`src/pdc_pkg.sv`:
```
// Function
// - Hardware strap low: duplex from pin
// - Fast poll reports active duplex
// - Software plus autoneg: negotiated duplex wins
// - Software, no autoneg: control bit picks duplex
// - Loopback ignores the duplex control bit
// - Collision test off: collision ignores transmit
// - Collision test on works even in loopback
// - Collision follows transmit within timing limits
// - Control bits six to zero read zero
// - Status at address one, reset defaults
// - Four-pair capability bit always zero
// - Capability bits reset one, override-write only
// - Preamble suppression bit resets zero
// - Autoneg complete latches high, zero when disabled
// - Remote fault latches high on fault
// - Ability and extension bits read one
// - Link status latches low, resets zero
// - Jabber detect latches high on jabber
// - Remote fault clears on status or alias read
// - Override-writable bits need write enable
package pdc_pkg;

    ////////////////////////////////////////////////////////////////////////////////
    // Management addresses
    localparam int          MGMT_AW          = 5;
    localparam logic [4:0]  ADDR_CONTROL     = 5'h00;
    localparam logic [4:0]  ADDR_STATUS      = 5'h01;
    localparam logic [4:0]  ADDR_FAST_POLL   = 5'h11;

    ////////////////////////////////////////////////////////////////////////////////
    // Control register field positions
    localparam int          CTL_LOOPBACK     = 14;
    localparam int          CTL_AN_ENABLE    = 12;
    localparam int          CTL_DUPLEX       = 8;
    localparam int          CTL_COL_TEST     = 7;

    ////////////////////////////////////////////////////////////////////////////////
    // Status register layout and reset value
    localparam logic [15:0] STATUS_RESET     = 16'h7809;
    localparam int          ST_CAP_HI        = 14;
    localparam int          ST_CAP_LO        = 11;
    localparam int          ST_RSV_HI        = 10;
    localparam int          ST_RSV_LO        = 7;
    localparam int          ST_PREAMBLE      = 6;
    localparam int          ST_AN_DONE       = 5;
    localparam int          ST_REMOTE_FAULT  = 4;
    localparam int          ST_LINK          = 2;
    localparam int          ST_JABBER        = 1;
    localparam logic        ST_T4_VALUE      = 1'b0;
    localparam logic        ST_AN_ABILITY    = 1'b1;
    localparam logic        ST_EXT_CAP       = 1'b1;

    ////////////////////////////////////////////////////////////////////////////////
    // Fast poll register field positions
    localparam int          FP_DUPLEX        = 14;
    localparam int          FP_REMOTE_FAULT  = 1;
    localparam int          FP_LINK          = 0;

    ////////////////////////////////////////////////////////////////////////////////
    // Collision test timing
    localparam int          BIT_TIME_PS      = 10000;
    localparam int          CLK_PERIOD_PS    = 100000;
    localparam int          COL_ASSERT_BT    = 512;
    localparam int          COL_DEASSERT_BT  = 4;
    localparam int          COL_ASSERT_RAW   = (COL_ASSERT_BT * BIT_TIME_PS) / CLK_PERIOD_PS;
    localparam int          COL_DEASSERT_RAW = (COL_DEASSERT_BT * BIT_TIME_PS) / CLK_PERIOD_PS;
    localparam int          COL_ASSERT_MAX_CYC   = (COL_ASSERT_RAW < 1) ? 1 : COL_ASSERT_RAW;
    localparam int          COL_DEASSERT_MAX_CYC = (COL_DEASSERT_RAW < 1) ? 1 : COL_DEASSERT_RAW;
    localparam int          COL_ASSERT_DEF_CYC   = 1;
    localparam int          COL_CNT_W        = 6;

endpackage : pdc_pkg

```
`src/pdc_col_test.sv`:
```
`timescale 1ns/10ps
`default_nettype none
module pdc_col_test
    import pdc_pkg::*;
#(
    parameter int ASSERT_CYC = COL_ASSERT_DEF_CYC
) (
    // Clock and reset
    input  wire logic ref_clk_in,
    input  wire logic rst_n_in,
    input  wire logic soft_rst_in,
    // Control
    input  wire logic enable_in,
    input  wire logic tx_en_in,
    // Result
    output logic      col_out
);

    ////////////////////////////////////////////////////////////////////////////////
    // Delay must fit the counter and the assertion limit
    if (ASSERT_CYC < 1 || ASSERT_CYC > COL_ASSERT_MAX_CYC || ASSERT_CYC >= (1 << COL_CNT_W)) begin : g_chk
        $error("pdc_col_test: ASSERT_CYC out of range");
    end

    localparam logic [COL_CNT_W-1:0] CNT_LAST = COL_CNT_W'(ASSERT_CYC - 1);

    logic [COL_CNT_W-1:0] cnt_q;
    logic [COL_CNT_W-1:0] cnt_d;
    logic                 col_q;
    logic                 col_d;
    logic                 arm;

    // Count while transmit is held; drop at once since release must fit one cycle
    assign arm   = enable_in & tx_en_in;
    assign cnt_d = (!arm) ? '0 : ((cnt_q == CNT_LAST) ? cnt_q : cnt_q + 1'b1);
    assign col_d = arm & (cnt_q == CNT_LAST);

    // Counter and output register
    always_ff @(posedge ref_clk_in or negedge rst_n_in) begin
        if (!rst_n_in) begin
            cnt_q <= '0;
            col_q <= 1'b0;
        end else if (soft_rst_in) begin
            cnt_q <= '0;
            col_q <= 1'b0;
        end else begin
            cnt_q <= cnt_d;
            col_q <= col_d;
        end
    end

    assign col_out = col_q;

endmodule : pdc_col_test
`default_nettype wire

```
`src/pdc_regs.sv`:
```
`timescale 1ns/10ps
`default_nettype none
module pdc_regs
    import pdc_pkg::*;
#(
    parameter int COL_ASSERT_CYC = COL_ASSERT_DEF_CYC
) (
    // Clock and reset
    input  wire logic               ref_clk_in,
    input  wire logic               rst_n_in,
    input  wire logic               soft_rst_in,

    // Management register access
    input  wire logic [MGMT_AW-1:0] mgmt_addr_in,
    input  wire logic               mgmt_wr_in,
    input  wire logic               mgmt_rd_in,
    input  wire logic [15:0]        mgmt_wdata_in,
    output logic [15:0]             mgmt_rdata_out,
    output logic                    mgmt_rvalid_out,

    // Strap and select pins
    input  wire logic               strap_mode_select_in,
    input  wire logic               duplex_select_pin_in,
    input  wire logic               an_select_pin_in,

    // Override-write enable
    input  wire logic               override_writable_en_in,

    // Status events from the link logic
    input  wire logic               an_done_in,
    input  wire logic               an_duplex_full_in,
    input  wire logic               remote_fault_in,
    input  wire logic               link_up_in,
    input  wire logic               jabber_in,

    // MAC side collision path
    input  wire logic               tx_en_in,
    input  wire logic               col_detect_in,
    output logic                    col_out,

    // Resolved operating mode
    output logic                    duplex_full_out,
    output logic                    an_enable_out,
    output logic                    loopback_out,
    output logic                    preamble_suppress_out
);

    ////////////////////////////////////////////////////////////////////////////////
    // Latch-high next value: a new event beats a same-cycle clear
    function automatic logic pdc_lh_next(input logic evt, input logic held, input logic clr);
        pdc_lh_next = evt | (held & ~clr);
    endfunction : pdc_lh_next

    ////////////////////////////////////////////////////////////////////////////////
    // Pin synchronisers
    localparam int NPIN = 3;

    logic [NPIN-1:0] pin_raw;
    logic [NPIN-1:0] pin_meta_q;
    logic [NPIN-1:0] pin_sync_q;

    assign pin_raw = {an_select_pin_in, duplex_select_pin_in, strap_mode_select_in};

    for (genvar gi = 0; gi < NPIN; gi++) begin : g_sync
        // Only the second stage is read by logic
        always_ff @(posedge ref_clk_in or negedge rst_n_in) begin
            if (!rst_n_in) begin
                pin_meta_q[gi] <= 1'b0;
                pin_sync_q[gi] <= 1'b0;
            end else begin
                pin_meta_q[gi] <= pin_raw[gi];
                pin_sync_q[gi] <= pin_meta_q[gi];
            end
        end
    end

    logic sw_mode;
    logic dpx_pin;
    logic an_pin;

    assign sw_mode = pin_sync_q[0];
    assign dpx_pin = pin_sync_q[1];
    assign an_pin  = pin_sync_q[2];

    ////////////////////////////////////////////////////////////////////////////////
    // Access decode
    logic wr_ctl;
    logic wr_st;
    logic rd_st;
    logic rd_fp;
    logic rd_ctl;
    logic rd_hit;

    assign wr_ctl = mgmt_wr_in & (mgmt_addr_in == ADDR_CONTROL);
    assign wr_st  = mgmt_wr_in & (mgmt_addr_in == ADDR_STATUS) & override_writable_en_in;
    assign rd_ctl = mgmt_rd_in & (mgmt_addr_in == ADDR_CONTROL);
    assign rd_st  = mgmt_rd_in & (mgmt_addr_in == ADDR_STATUS);
    assign rd_fp  = mgmt_rd_in & (mgmt_addr_in == ADDR_FAST_POLL);
    assign rd_hit = rd_ctl | rd_st | rd_fp;

    ////////////////////////////////////////////////////////////////////////////////
    // Control register bits
    logic loop_q;
    logic loop_d;
    logic an_en_q;
    logic an_en_d;
    logic dpx_q;
    logic dpx_d;
    logic ctest_q;
    logic ctest_d;

    // Writes are stored even in hardware mode; only the duplex and autoneg bits go unused there
    assign loop_d  = wr_ctl ? mgmt_wdata_in[CTL_LOOPBACK]  : loop_q;
    assign an_en_d = wr_ctl ? mgmt_wdata_in[CTL_AN_ENABLE] : an_en_q;
    assign dpx_d   = wr_ctl ? mgmt_wdata_in[CTL_DUPLEX]    : dpx_q;
    assign ctest_d = wr_ctl ? mgmt_wdata_in[CTL_COL_TEST]  : ctest_q;

    always_ff @(posedge ref_clk_in or negedge rst_n_in) begin
        if (!rst_n_in) begin
            loop_q  <= 1'b0;
            an_en_q <= 1'b0;
            dpx_q   <= 1'b0;
            ctest_q <= 1'b0;
        end else if (soft_rst_in) begin
            loop_q  <= 1'b0;
            an_en_q <= 1'b0;
            dpx_q   <= 1'b0;
            ctest_q <= 1'b0;
        end else begin
            loop_q  <= loop_d;
            an_en_q <= an_en_d;
            dpx_q   <= dpx_d;
            ctest_q <= ctest_d;
        end
    end

    ////////////////////////////////////////////////////////////////////////////////
    // Mode resolution
    logic an_active;
    logic duplex_d;
    logic duplex_q;

    // Hardware mode takes autoneg from its pin, software from the bit
    assign an_active = sw_mode ? an_en_q : an_pin;

    // Pin, then negotiated result, then control bit; loopback masks it
    assign duplex_d = (!sw_mode)  ? dpx_pin :
                      an_active   ? an_duplex_full_in :
                      loop_q      ? 1'b0 :
                                    dpx_q;

    always_ff @(posedge ref_clk_in or negedge rst_n_in) begin
        if (!rst_n_in) begin
            duplex_q <= 1'b0;
        end else if (soft_rst_in) begin
            duplex_q <= 1'b0;
        end else begin
            duplex_q <= duplex_d;
        end
    end

    ////////////////////////////////////////////////////////////////////////////////
    // Status register override-writable fields
    localparam logic [3:0] CAP_RESET = STATUS_RESET[ST_CAP_HI:ST_CAP_LO];
    localparam logic [3:0] RSV_RESET = STATUS_RESET[ST_RSV_HI:ST_RSV_LO];
    localparam logic       PRE_RESET = STATUS_RESET[ST_PREAMBLE];

    logic [3:0] cap_q;
    logic [3:0] cap_d;
    logic [3:0] rsv_q;
    logic [3:0] rsv_d;
    logic       pre_q;
    logic       pre_d;

    assign cap_d = wr_st ? mgmt_wdata_in[ST_CAP_HI:ST_CAP_LO] : cap_q;
    assign rsv_d = wr_st ? mgmt_wdata_in[ST_RSV_HI:ST_RSV_LO] : rsv_q;
    assign pre_d = wr_st ? mgmt_wdata_in[ST_PREAMBLE]         : pre_q;

    always_ff @(posedge ref_clk_in or negedge rst_n_in) begin
        if (!rst_n_in) begin
            cap_q <= CAP_RESET;
            rsv_q <= RSV_RESET;
            pre_q <= PRE_RESET;
        end else if (soft_rst_in) begin
            cap_q <= CAP_RESET;
            rsv_q <= RSV_RESET;
            pre_q <= PRE_RESET;
        end else begin
            cap_q <= cap_d;
            rsv_q <= rsv_d;
            pre_q <= pre_d;
        end
    end

    ////////////////////////////////////////////////////////////////////////////////
    // Latching status bits
    logic clr_st;
    logic clr_rf;
    logic clr_link;
    logic an_done_q;
    logic an_done_d;
    logic rf_q;
    logic rf_d;
    logic jab_q;
    logic jab_d;
    logic link_q;
    logic link_d;

    // Fast poll alias shares the fault and link bits
    assign clr_st   = rd_st;
    assign clr_rf   = rd_st | rd_fp;
    assign clr_link = rd_st | rd_fp;

    // Autoneg done is held low while autoneg is off
    assign an_done_d = an_active & pdc_lh_next(an_done_in, an_done_q, clr_st);
    assign rf_d      = pdc_lh_next(remote_fault_in, rf_q, clr_rf);
    assign jab_d     = pdc_lh_next(jabber_in, jab_q, clr_st);

    // Latch low: a drop sticks until read; a read loads the live link state
    assign link_d = link_up_in & (link_q | clr_link);

    always_ff @(posedge ref_clk_in or negedge rst_n_in) begin
        if (!rst_n_in) begin
            an_done_q <= STATUS_RESET[ST_AN_DONE];
            rf_q      <= STATUS_RESET[ST_REMOTE_FAULT];
            jab_q     <= STATUS_RESET[ST_JABBER];
            link_q    <= STATUS_RESET[ST_LINK];
        end else if (soft_rst_in) begin
            an_done_q <= STATUS_RESET[ST_AN_DONE];
            rf_q      <= STATUS_RESET[ST_REMOTE_FAULT];
            jab_q     <= STATUS_RESET[ST_JABBER];
            link_q    <= STATUS_RESET[ST_LINK];
        end else begin
            an_done_q <= an_done_d;
            rf_q      <= rf_d;
            jab_q     <= jab_d;
            link_q    <= link_d;
        end
    end

    ////////////////////////////////////////////////////////////////////////////////
    // Read words; fields not held here read as zero
    logic [15:0] ctl_word;
    logic [15:0] st_word;
    logic [15:0] fp_word;
    logic [15:0] rdata_d;

    always_comb begin
        ctl_word                = '0;
        ctl_word[CTL_LOOPBACK]  = loop_q;
        ctl_word[CTL_AN_ENABLE] = an_en_q;
        ctl_word[CTL_DUPLEX]    = dpx_q;
        ctl_word[CTL_COL_TEST]  = ctest_q;
    end

    // Fixed bits are constants, so no write disturbs them
    assign st_word = {ST_T4_VALUE,
                      cap_q,
                      rsv_q,
                      pre_q,
                      an_done_q,
                      rf_q,
                      ST_AN_ABILITY,
                      link_q,
                      jab_q,
                      ST_EXT_CAP};

    always_comb begin
        fp_word                  = '0;
        fp_word[FP_DUPLEX]       = duplex_q;
        fp_word[FP_REMOTE_FAULT] = rf_q;
        fp_word[FP_LINK]         = link_q;
    end

    // Unmapped addresses answer zero
    assign rdata_d = rd_ctl ? ctl_word :
                     rd_st  ? st_word  :
                     rd_fp  ? fp_word  :
                              16'h0000;

    logic [15:0] rdata_q;
    logic        rvalid_q;

    // Read data register; the word shows pre-clear latch values
    always_ff @(posedge ref_clk_in or negedge rst_n_in) begin
        if (!rst_n_in) begin
            rdata_q  <= 16'h0000;
            rvalid_q <= 1'b0;
        end else begin
            rdata_q  <= (mgmt_rd_in) ? rdata_d : rdata_q;
            rvalid_q <= mgmt_rd_in;
        end
    end

    ////////////////////////////////////////////////////////////////////////////////
    // Collision path
    logic test_col;
    logic col_d;
    logic col_q;

    pdc_col_test #(
        .ASSERT_CYC (COL_ASSERT_CYC)
    ) u_col_test (
        .ref_clk_in  (ref_clk_in),
        .rst_n_in    (rst_n_in),
        .soft_rst_in (soft_rst_in),
        .enable_in   (ctest_q),
        .tx_en_in    (tx_en_in),
        .col_out     (test_col)
    );

    // Test overrides loopback masking; plain loopback silences the detector
    assign col_d = ctest_q ? test_col :
                   loop_q  ? 1'b0     :
                             col_detect_in;

    // Direct collision path flop
    always_ff @(posedge ref_clk_in or negedge rst_n_in) begin
        if (!rst_n_in) begin
            col_q <= 1'b0;
        end else begin
            col_q <= ctest_q ? 1'b0 : col_d;
        end
    end

    ////////////////////////////////////////////////////////////////////////////////
    // Mode outputs
    logic an_out_q;
    logic pre_out_q;

    always_ff @(posedge ref_clk_in or negedge rst_n_in) begin
        if (!rst_n_in) begin
            an_out_q  <= 1'b0;
            pre_out_q <= 1'b0;
        end else begin
            an_out_q  <= an_active;
            pre_out_q <= pre_q;
        end
    end

    ////////////////////////////////////////////////////////////////////////////////
    // Output drive
    assign mgmt_rdata_out        = rdata_q;
    assign mgmt_rvalid_out       = rvalid_q;
    assign duplex_full_out       = duplex_q;
    assign an_enable_out         = an_out_q;
    assign loopback_out          = loop_q;
    assign preamble_suppress_out = pre_out_q;
    assign col_out               = ctest_q ? test_col : col_q;  // Both terms are flops

endmodule : pdc_regs
`default_nettype wire

```
`config.mk`:
```
export PLATFORM = sky130hd
export DESIGN_NAME = pdc_regs
export DESIGN_NICKNAME = d
export VERILOG_FILES = /design/src/pdc_pkg.sv /design/src/pdc_col_test.sv /design/src/pdc_regs.sv
export SDC_FILE = /design/constraint.sdc
export NUM_CORES = 1
export LEC_CHECK = 0
export BUFFER_PORTS_ARGS = -buffer_cell sky130_fd_sc_hd__buf_2
export CAP_MARGIN = 20
export CORE_MARGIN = 8
export CORE_UTILIZATION = 35
export CTS_BUF_LIST = sky130_fd_sc_hd__clkbuf_8
export DETAILED_ROUTE_END_ITERATION = 12
export GPL_TIMING_DRIVEN = 0
export PLACE_DENSITY_LB_ADDON = 0.08
export SYNTH_ARGS = -nofsm -noshare
export SYNTH_HDL_FRONTEND = slang
export SYNTH_SLANG_ARGS = --single-unit
```
`constraint.sdc`:
```
create_clock -name ref_clk_in -period 2.3 [get_ports ref_clk_in]
set_input_delay 0.115 -clock ref_clk_in [delete_from_list [all_inputs] [get_ports ref_clk_in]]
set_output_delay 0.115 -clock ref_clk_in [all_outputs]
set_load 0.005 [all_outputs]
```
### Word level (Yosys, flattened, before mapping)

Index checks and enable logic that the tools add are counted.

* add/subtract/negate cells: 1
* eq/ne operators: 3
* mux-type cells: 33
* bitwise gates (word level): 20
* reductions and logical operators: 4

Operator list (number)
* two-way mux 15 bit: 3
* two-way mux 1 bit: 23
* two-way mux 6 bit: 3
* two-way mux 4 bit: 4
* AND 1 bit: 13
* adder 6 x 1 -> 6 bit (second input constant): 1
* logical NOT 6 bit: 1
* == test 5 x 1 -> 1 bit (second input constant): 1
* == test 5 bit (second input constant): 1
* logical NOT 5 bit: 1
* bitwise OR 1 bit: 5
* nonzero test 2 bit: 2
* inequality test 3 bit (second input constant): 1
* NOT 1 bit: 2

* bits in registers: 51
* input port bits: 37
* output and inout port bits: 22
* word-level logic and storage cells: 86

### Depth between registers and ports, before layout

Gate-level depths: netlist of run 1.

* depth after elaboration: 7
* depth in mapped cells: 5
* mapped depth without buffers: 5

### By module

Synthesis of run 1 repeated with hierarchy kept, for this count alone.

* cell total of the unflattened synthesis: 198
* area, all modules: 2148.3 um2

By module, submodules not included
* pdc_regs: instances 1, cells each 164, area each 1799.2 um2, sequential area each 1081.0 um2
* pdc_col_test: instances 1, cells each 34, area each 349.1 um2, sequential area each 175.2 um2

### Worst setup path before layout of run 1

Ideal clock, no wire load.

* path type: register -> register
* start: register u_col_test.cnt_q[0]
* end: register u_col_test.cnt_q[1]
* library setup time: 0.080 ns
* arrival: 1.467 ns
* data required time: 2.220 ns
* slack: 0.753 ns
* cell stages (with the launch flop): 6
* path buffers: 0
* period minus slack after synthesis: 1.547 ns
* cells stage by stage: dfrtp_1 -> inv_1 -> ha_1 -> or4b_4 -> or3_1 -> a21oi_1

* longest elaborated chain between the ends: 4
* elaborated cells on any way between the ends: 6
* classes of those cells: 1 x add/sub; 1 x eq/ne; 3 x mux; 1 x reduce/logical

Ends and longest elaborated chain
* start, declared: line pdc_col_test.sv:27 `logic [COL_CNT_W-1:0] cnt_q;`
* start signal, assigned: line pdc_col_test.sv:47 `cnt_q <= cnt_d;`
* adder 6 x 1 -> 6 bit: line pdc_col_test.sv:35 `assign cnt_d = (!arm) ? '0 : ((cnt_q == CNT_LAST) ? cnt_q : cnt_q + 1'b1);`
* two-way mux 6 bit (2 in a row): line pdc_col_test.sv:35
* two-way mux 6 bit: line pdc_col_test.sv:43 `end else if (soft_rst_in) begin`

Several ways; a longest one is shown, not always the timed one. The select of a mux whose other input is x is not followed.
A chain may end at the register's enable or synchronous reset.

### Final worst setup path of run 1

Same ends and word-level chain as after synthesis.

==> results of run 1 <==
-- worst paths after layout --
| path | depth (start not counted) | from | slack [ns] | to |
|---|---|---|---|---|
| setup / recovery | 5 | u_col_test.cnt_q[0]$_DFFE_PN0P_ | 0.65 | u_col_test.cnt_q[1]$_DFFE_PN0P_ |
| hold / removal | 1 | mgmt_rd_in | 0.009 | mgmt_rvalid_out$_DFF_PN0_ |
| setup reg to reg | 5 | u_col_test.cnt_q[0]$_DFFE_PN0P_ | 0.65 | u_col_test.cnt_q[1]$_DFFE_PN0P_ |
| hold reg to reg | 0 | pin_meta_q[2]$_DFF_PN0_ | 0.36 | an_pin$_DFF_PN0_ |
| max in group asynchronous | 3 | rst_n_in | 1.51 | cap_q[1]$_DFFE_PN1P_ |
| min in group asynchronous | 2 | rst_n_in | 0.23 | mgmt_rdata_out[5]$_DFFE_PN0P_ |
-- logic make-up (layout without fill, tap and decap cells) --
kind of cell / Yosys count / count (layout)
other: 1 / 1
adders and majority gates: 2 / 2
AOI/OAI and AO/OA: 33 / 33
and+or+nand+nor: 57 / 57
muxes: 18 / 18
xor gates and xnor gates: 2 / 2
DFF: 50 / 50
buffers and inverters: 18 / 80
-- cells in the final DEF, fill, tap and decap left out, drive strengths merged, types with 8 or more instances in the layout --
cell type  netlist  final
a21oi            8      8
dfrtp           46     46
nand2b          17     17
clkbuf           5     11
nor2            12     12
o21ai           10     10
buf              3     53
a22o             8      8
inv             10     11
mux2i           15     15
-- layout make-up --
class | count | area [um2]
plain buffers | 8 | 38.8
clock buffers | 6 | 82.6
clock inverters | 2 | 33.8
fillers | 581 | 3260
inverters | 10 | 37.5
multi-input cells | 113 | 811
flip-flops and latches | 50 | 1260
well taps | 75 | 93.8
repair buffers | 54 | 305
-- sequential cells by signal, summed over array words and instances, names as in the netlist, 3 cells and up --
| signal | cells |
|---|---|
| cap_q | 4 |
| pin_meta_q | 3 |
| mgmt_rdata_out | 15 |
| u_col_test.cnt_q | 6 |
| rsv_q | 4 |
-- critical path: cells and delay by family, from the launching register on --
kind / cells / cell delay (ns)
buffers and inverters: 1 / 0.08
AOI/OAI and AO/OA: 1 / 0.13
adders and majority gates: 1 / 0.13
and+or+nand+nor: 2 / 0.81
DFF: 1 / 0.43
-- what timing repair did --
action | in CTS | in global routing
hold buffers | 4 | 0
setup endpoints to repair | 0 | 0
endpoints found under the hold margin | 15 | 0
-- report_power, final --
| part | switching (mW) | internal [mW] |
|---|---|---|
| clock | 0.288 | 0.351 |
| combinational | 0.0654 | 0.0548 |
| sequential | 0.00667 | 0.895 |
-- metrics by stage --
step / total power, mW / instances
final: 1.66 / 318
after detailed placement: 1.04 / 306
after CTS: 1.68 / 318
after global routing: 1.73 / 318
after floorplan: 0.965 / 181
after global placement: 1.03 / 305
-- routing by layer --
layer  wire (um)  GRT usage (%)  vias up
li1            -              -      750
met1        2160           14.1      721
met2        2170           16.1       39
met3         287           3.20        9
met4         107           4.76        0
met5           0              0        -
==> impl_results.md, run 1 <==
* Status: complete, no violations
* Synth top area share at a little over half
* Worst VDD drop at 0.326 mV
* Clk Latency, worst-skew pair at 0.30 ns
* Largest family of logic cells by synthesized area: simple AND/OR/NAND/NOR gates
* Placed instance area at 2500 um2
* Root buf cell: clkbuf_8
* RSZ-0062 raised after global routing: no
* # diodes at 0
* Largest net degree at the start of global routing at 39
* Die Area at 8880 um2
* HPWL after DPL at 3460 um
* Number of synthesized flops with an enable pin at 0
* TritonCTS Buffers at 5
* Synth Cell Area at 2140 um2
* Relative slew slack at between 60% and 70%
* Post-CTS Repair Setup Buffers at 0
* Synth area leader: dfrtp_1
* Share of cells above drive strength 1 at 29.2%
* Post-place setup slack at between 0.6 and 0.7 ns
* Mux share of post-synthesis cell area at 8.58%
* Most common library cells after synthesis: dfrtp_1 (46), nand2b_1 (17), mux2i_1 (15)
* WL/cell at 14.9 um
* Post-synth cell types at 39
* Initial Util at 36.2%
* IO Port Bufs at just under 50
* Worst Tran Pin Value at 0.580 ns
* Post-Synth Adder-Cell Area at 1.17%
* DRC viols at 0
* Critical path's largest stage delay at about 0.49 ns
* First-pass GRT wire length at 7630 um
* Remaining global-route overflow at 0
* Post-Syn Area per Cell at 11.8 um2
* PnR worst setup slack at 0.649 ns
* Cts repair resizes at 0
* Gpl congestion at about 0.77
* DR vias at roughly 1.5k
* Mapped Nets at between 200 and 250
* Gate Count Post-Synth at around 180
* Startpoint class of the critical path: flip-flop
* Syn. warnings at 0
* CTS tree: built
* CP cell instances: inv_1, ha_1, or4b_4, or3_1, a21oi_1
* Max Transition Viols Final at 0
* Post-route ant nets at 0
* Clk sinks at 50
* Vias in the first global route at ~1.5k
* Core Footprint at 5920 um2
* Worst EP arrival at 1.87 ns
* Total global-route track usage at a little over a tenth
* Simple logic cell fraction of the synthesized area at 16.9%
* Die W at 94.3 um
* Final setup fails at 0
* Clock skew at 0.0115 ns
* CTS Buffer Depth at 2
* Pleak at 1.26 nW
* FF+latch count, synth at 50
* FMAX at around 610 MHz
* Clock transition at the registers of the reported paths at roughly 0.090 ns
* Vias per cell at around 4.8
* CP required at 2.52 ns
* Final hold violations at 0
* Tmin final at 1.65 ns
* CTS H-Tree Depth at 2
* Part of the cycle the worst path needs at between 70% and 80%
* CP Max Fanout at 6
* Antenna violations before repair at 0
* Register area share after synthesis at 58.6%
* Worst Setup End Kind: flip-flop
* Area added between synthesis and finish at 24.1%
* Top post-synthesis cells by area: dfrtp_1 (54%), mux2i_1 (7.0%), nand2b_1 (5.0%)
* Top-count cell post-synth: dfrtp_1
* Finished Core Util at 44.9%
* Setup CP Type: reg2reg
* Asr flop ratio synth at 100%
* Cell Pwr Density at 624 nW/um2
* Final wirelength at 4720 um
* MaxCap Viol Count at 0
* Finished Cell Area at between 2000 and 3000 um2
* Std-Cell Rows at 28
* Nets at 281
* Crit path max-delay cell type: or4b_4
* Compound-Gate Fraction of Synth Area at 10.2%
* First DRT Iteration DRCs at 24
* TritonRoute pass-1 iters at 4
* Setup TNS at 0 ns
* Top FF cell, synth: dfrtp_1
* Die height at 94.3 um
* I/O pins at 59
* HP Class: in2reg
* Synth Area in XOR/XNOR at 0.817%
* Worst Hold Slack at approximately 0.009 ns
No activity file was read; power rests on OpenSTA's default activity.
==> run 2: changes to the inputs <==
==> constraint.sdc (replaced) <==
create_clock -name ref_clk_in -period 1.5 [get_ports ref_clk_in]
set_input_delay 0.075 -clock ref_clk_in [delete_from_list [all_inputs] [get_ports ref_clk_in]]
set_output_delay 0.075 -clock ref_clk_in [all_outputs]
set_load 0.005 [all_outputs]
==> run 2 against run 1 <==
The run now ends with setup timing left. First-iteration DRC count up 50%. Die area stayed put. Total power increased by 41%. Clock power up 20%. Clock skew down 0.0014 ns. Critical path type unchanged. Highest routed layer unchanged.
==> impl_results.md, run 2 (synthesized netlist as in run 1, its figures left out) <==
* Max reg flops at 15
* Gpl congestion at 0.750
* Placed instance area at 2500 um2
* Worst EP arrival at between 1.5 and 2 ns
* Status: finished, violations left
* Cell Pwr Density at 877 nW/um2
* Commonest non-fill, non-tap cell in the layout: buf_2
* MaxCap Viol Count at 0
* Clock transition at the registers of the reported paths at ~0.1 ns
* Clk sinks at 50
* Part of the cycle the worst path needs at 105%
* Initial Util at 36.2%
* Nets at 286
* CTS H-Tree Depth at 2
* Die height at 94.3 um
* Remaining global-route overflow at 0
* CTS Buffer Depth at 2
* Antenna violations before repair at 0
* Worst VDD drop at 0.535 mV
* HPWL after DPL at between 3000 and 4000 um
* Setup CP Type: reg2reg
* Std-Cell Rows at 28
* Vias in the first global route at between 1.5k and 2k
* Total global-route track usage at 11.3%
* CP Max Fanout at 5
* Final wirelength at around 4800 um
* Int Power at 1.78 mW
* Worst Tran Pin Value at 0.517 ns
* Final setup fails at 2
* Post-route ant nets at 0
* CTS tree: built
* First DRT Iteration DRCs at 36
* Die Area at 8880 um2
* PnR worst setup slack at -0.0741 ns
* Core Footprint at 5920 um2
* Max Transition Viols Final at 0
* TritonCTS Buffers at 5
* Most frequent cells in the layout: buf_2 (50), dfrtp_1 (46), nand2b_1 (17), mux2i_1 (15)
* I/O pins at 59
* Share of cells above drive strength 1 at 29.8%
* HP Class: in2reg
* WL/cell at around 15 um
* CP required at between 1.5 and 2 ns
* Vias per cell at roughly 4.7
* DRC viols at 0
* Largest net degree at the start of global routing at 39
* Switching share of power at between 20% and 30%
* DR vias at 1519
* Comb power frac at 8.0%
* Clock share of power at 32.8%
* Startpoint class of the critical path: flip-flop
* Sw power at 0.561 mW
* Tmin final at approximately 1.6 ns
* Die W at 94.3 um
* Multi-input gate area at 811 um2
* Finished Cell Area at 2670 um2
* Clk Latency, worst-skew pair at 0.31 ns
* Area added between synthesis and finish at 24.5%
* TritonRoute pass-1 iters at 3
* IO Port Bufs at 49
* Root buf cell: clkbuf_8
* # diodes at 0
* RSZ-0062 raised after global routing: yes
* Sequential power share at 59.1%
* Pleak at 1.27 nW
* Finished Core Util at between 40% and 50%
* Fillers at 588
* Register area at 1260 um2
* First-pass GRT wire length at 7860 um
* Failing checks: setup timing
* Clock skew at 0.0102 ns
* Worst Hold Slack at about 0.0099 ns
* Relative slew slack at around 65%
* FMAX at 635 MHz
* Worst Setup End Kind: flip-flop
* Final hold violations at 0
## run 2: cell types whose count changed in the layout (fill, tap and decap cells not counted)
cell	before	now
buf_4	2	5
bufinv_16	1	0
clkbuf_8	6	5
clkinv_2	0	2
dlygate4sd3_1	4	6
## run 2: power by group through the flow
stage	sequential [mW]	combinational [mW]	clock, mW
3_3_place_gp	1.41	0.175	0
6_report	1.38	0.188	0.768
2_1_floorplan	1.41	0.0704	0
5_1_grt	1.39	0.213	0.845
3_5_place_dp	1.41	0.182	0
4_1_cts	1.38	0.195	0.793
## run 2: area by class of cell
type	instances	area share (%)
Clock inverter	3	0.516
Inverter	10	1.41
Sequential cell	50	47.1
Tap cell	75	3.52
Multi-Input combinational cell	113	30.4
Buffer	8	1.45
Clock buffer	5	2.58
Timing Repair Buffer	59	13.0
## run 2: timing repair
action                     CTS  global route
hold endpoints to repair    34             0
hold buffers                 6             0
setup endpoints to repair    3             2
gates resized for setup      0             0
buffers inserted             3             0
## run 2: critical path, stage by stage, from the launching register on
cell and delay [ns]:
dfrtp_1 0.40, inv_1 0.06, ha_1 0.12, or4b_4 0.48, or3_1 0.32, a21oi_1 0.12
## run 2: worst paths after layout
path / startpoint / endpoint / slack [ns] / depth (start not counted)
setup / recovery: u_col_test.cnt_q[0]$_DFFE_PN0P_ / u_col_test.cnt_q[1]$_DFFE_PN0P_ / -0.07 / 5
hold / removal: col_detect_in / col_q$_DFF_PN0_ / 0.01 / 2
setup reg to reg: u_col_test.cnt_q[0]$_DFFE_PN0P_ / u_col_test.cnt_q[1]$_DFFE_PN0P_ / -0.07 / 5
hold reg to reg: pin_meta_q[2]$_DFF_PN0_ / an_pin$_DFF_PN0_ / 0.36 / 0
max in group asynchronous: rst_n_in / cap_q[1]$_DFFE_PN1P_ / 0.75 / 3
min in group asynchronous: rst_n_in / mgmt_rdata_out[3]$_DFFE_PN0P_ / 0.19 / 2
## run 2: layer usage
layer  wire, um  part of all wire [%]  vias to the layer above  global-route usage [%]
met5          0                     0                        -                       0
met4         67                   1.4                        0                    4.62
met3        273                   5.7                        6                    3.28
met2       2220                    46                       32                    16.7
met1       2220                    46                      724                    14.8
li1           -                     -                      757                       -
## run 2: stage by stage
stage | std cells | TNS [ns] | power [mW] | setup WS, ns
6_report | 323 | -0.109 | 2.34 | -0.0741
5_1_grt | 323 | -0.258 | 2.44 | -0.147
4_1_cts | 323 | -0.145 | 2.37 | -0.0875
2_1_floorplan | 181 | -0.0465 | 1.48 | -0.0465
3_5_place_dp | 306 | -0.145 | 1.59 | -0.138
3_3_place_gp | 305 | -0.133 | 1.58 | -0.133
==> run 3: changes to the inputs <==
--- a/config.mk
+++ b/config.mk
@@ -6,7 +6,6 @@
 export NUM_CORES = 1
 export LEC_CHECK = 0
 export BUFFER_PORTS_ARGS = -buffer_cell sky130_fd_sc_hd__buf_2
-export CAP_MARGIN = 20
 export CORE_MARGIN = 8
 export CORE_UTILIZATION = 35
 export CTS_BUF_LIST = sky130_fd_sc_hd__clkbuf_8
@@ -15,4 +14,5 @@
 export PLACE_DENSITY_LB_ADDON = 0.08
 export SYNTH_ARGS = -nofsm -noshare
 export SYNTH_HDL_FRONTEND = slang
+export SYNTH_HIERARCHICAL = 1
 export SYNTH_SLANG_ARGS = --single-unit
==> run 3 against run 2 <==
The flow finishes with violations (hold timing, setup timing). Register-to-register slack worse by 0.12 ns. Worst setup slack got worse by 0.12 ns. Sequential power is essentially flat. Via count is 11% higher. Final cell count increased by 5.6%. Synthesized area increased by 0.23%. Largest power group unchanged. Critical endpoint is now u_col_test/cnt_q[1]$_DFFE_PN0P_. Wire length grew 13%. Total power up 17%.
==> impl_results.md, run 3 <==
* Register area share after synthesis at between 50% and 60%
* Vias in the first global route at ~1.7k
* Syn. warnings at 6
* Total global-route track usage at 12.6%
* Clock share of power at 42.0%
* Failing checks: hold timing, setup timing
* Commonest non-fill, non-tap cell in the layout: buf_2
* Gate Count Post-Synth at 198
* MaxCap Viol Count at 0
* Startpoint class of the critical path: flip-flop
* TritonCTS Buffers at 5
* Number of synthesized flops with an enable pin at 0
* Fillers at 579
* Post-synth cell types at 37
* Die Area at 8900 um2
* Synth Cell Area at 2150 um2
* DP Cell Count at 322
* Vias per cell at 4.93
* Met1 Use GR at between 10% and 20%
* CTS H-Tree Depth at 2
* Remaining global-route overflow at 0
* PnR worst setup slack at -0.194 ns
* CTS Buffer Depth at 2
* Die W at between 90 and 100 um
* Core Footprint at 5920 um2
* HPWL after DPL at 3870 um
* Final wirelength at between 5000 and 6000 um
* R2R depth at 5
* Share of cells above drive strength 1 at 30.1%
* Final hold violations at 24
* WL/cell at 15.9 um
* RSZ-0062 raised after global routing: yes
* GR peak layer: met2
* Int Power at 2.17 mW
* Clk sinks at 50
* FMAX at 590 MHz
* Worst Hold Slack at -0.00829 ns
* Clock skew at 0.00680 ns
* Post-Syn Area per Cell at 10.9 um2
* Clock transition at the registers of the reported paths at ~0.090 ns
* Clk Latency, worst-skew pair at 0.30 ns
* Most frequent cells in the layout: buf_2 (50), dfrtp_1 (46), a21oi_1 (16), nand2_1 (14), o21ai_0 (13)
* Status: finished, violations left
* Pleak at 1.33 nW
* Sequential power share at between 50% and 60%
* Relative slew slack at 24.9%
* I/O pins at between 50 and 60
* Met3 Usage GRT at just over 5%
* Worst Setup End Kind: flip-flop
* Part of the cycle the worst path needs at 113%
* Root buf cell: clkbuf_8
* Worst VDD drop at 0.664 mV
* Setup CP Type: reg2reg
* Total Power at ~2.7 mW
* Largest net degree at the start of global routing at 51
* Gpl congestion at approximately 0.78
* Top post-synthesis cells by area: dfrtp_1 (54%), dfstp_2 (4.9%), mux2i_1 (4.2%)
* Met2 Usage GRT at 20.2%
* Comb power frac at around 7.3%
* Synth area leader: dfrtp_1
* Switching share of power at 20.8%
* HP Class: in2async
* Worst EP arrival at 1.92 ns
* Worst Tran Pin Value at around 1.1 ns
* Sw power at 0.567 mW
* CP Max Fanout at 2
* CP required at 1.73 ns
* DR vias at 1680
* Top FF cell, synth: dfrtp_1
* Area added between synthesis and finish at 28.0%
* Setup slack, reg-to-reg at -0.19 ns
* IO Port Bufs at 49
* Nets at 304
* Post-route ant nets at 0
* First-pass GRT wire length at between 8000 and 9000 um
* Reg2reg start: u_col_test/cnt_q[0]$_DFFE_PN0P_
* DRC viols at 0
* FF+latch count, synth at 50
* Die height at 94.3 um
* Tmin final at 1.69 ns
* Std-Cell Rows at 28
* # diodes at 0
* Asr flop ratio synth at 100%
* Mapped Nets at 237
* Initial Util at 36.3%
* Max reg flops at 15
* Reg-to-Reg End: u_col_test/cnt_q[1]$_DFFE_PN0P_
* Final setup fails at 3
* Cell Pwr Density at 994 nW/um2
* Antenna violations before repair at 0
* TritonRoute pass-1 iters at 4
* CTS tree: built
* Most common library cells after synthesis: dfrtp_1 (46), a21oi_1 (16), nand2_1 (14), o21ai_0 (14), nor2_1 (13)
* Top-count cell post-synth: dfrtp_1
* Non-Filler Instances at 341
* Max Transition Viols Final at 0
* First DRT Iteration DRCs at 69
* Synth top area share at 53.6%
run 3: repair_timing:
| item | in CTS | in global routing |
|---|---|---|
| hold buffers | 6 | 1 |
| endpoints found under the setup margin | 3 | 12 |
| pin swaps | 1 | 1 |
| buffers inserted | 3 | 1 |
| gates resized for setup | 3 | 5 |
| hold endpoints to repair | 6 | 1 |
run 3: through the flow:
stage | util (%) | hold slack, ns | TNS [ns] | cell area (um2) | worst slack (ns)
3_5_place_dp | 42.0 | 0.184 | -2.66 | 2490 | -0.284
6_report | 46.4 | -0.00829 | -0.377 | 2750 | -0.194
5_1_grt | 46.4 | 0.00395 | -0.688 | 2750 | -0.272
3_3_place_gp | 42.0 | 0.183 | -2.50 | 2490 | -0.274
2_1_floorplan | - | -0.221 | -0.141 | 2150 | -0.141
4_1_cts | 45.9 | 0.00874 | -0.404 | 2720 | -0.199
run 3: area by class of cell:
cell class	count	area [um2]	share of cell area, %
Buffer	10	50.0	1.82
Clock buffer	6	82.6	3.00
Clock inverter	2	60.1	2.18
Inverter	12	45.0	1.64
Multi-Input combinational cell	126	813	29.6
Sequential cell	50	1260	45.7
Tap cell	75	93.8	3.41
Timing Repair Buffer	60	349	12.7
run 3: cell families after synthesis:
group           share of synthesized area, %
compound gates                          13.2
simple gates                            15.6
fa+ha+maj                               1.16
flops                                   58.5
mux                                     5.77
buf+inv                                 4.43
other cells                            0.175
xor+xnor                                1.22
run 3: per-layer routing:
layer	share of wire, %	up-vias	wire [um]
met4	0.81	0	44
met5	0	-	0
met1	45	817	2460
li1	-	825	-
met3	5.3	5	289
met2	48	33	2620
run 3: power groups by stage:
stage | logic, mW | registers [mW] | clock network (mW)
final | 0.200 | 1.39 | 1.15
after detailed placement | 0.190 | 1.41 | 0
after global routing | 0.225 | 1.39 | 1.25
after CTS | 0.202 | 1.39 | 1.19
after global placement | 0.189 | 1.41 | 0
after floorplan | 0.0757 | 1.41 | 0
run 3: worst max path at each step:
stage          slack (ns)                            start  cells after the start                         endpoint
5_1_grt             -0.27  u_col_test/cnt_q[0]$_DFFE_PN0P_                      5  u_col_test/cnt_q[1]$_DFFE_PN0P_
3_3_place_gp        -0.27                  mgmt_addr_in[3]                      4    mgmt_rdata_out[5]$_DFFE_PN0P_
6_report            -0.19  u_col_test/cnt_q[0]$_DFFE_PN0P_                      5  u_col_test/cnt_q[1]$_DFFE_PN0P_
2_1_floorplan       -0.14  u_col_test/cnt_q[0]$_DFFE_PN0P_                      5  u_col_test/cnt_q[1]$_DFFE_PN0P_
3_5_place_dp        -0.28                  mgmt_addr_in[3]                      4    mgmt_rdata_out[6]$_DFFE_PN0P_
4_1_cts             -0.20  u_col_test/cnt_q[0]$_DFFE_PN0P_                      5  u_col_test/cnt_q[1]$_DFFE_PN0P_
run 3: critical path, stage by stage (launching register included):
cell	delay [ns]
dfrtp_1	0.40
inv_2	0.06
ha_2	0.14
or4b_4	0.45
or4_1	0.48
o21ai_1	0.09
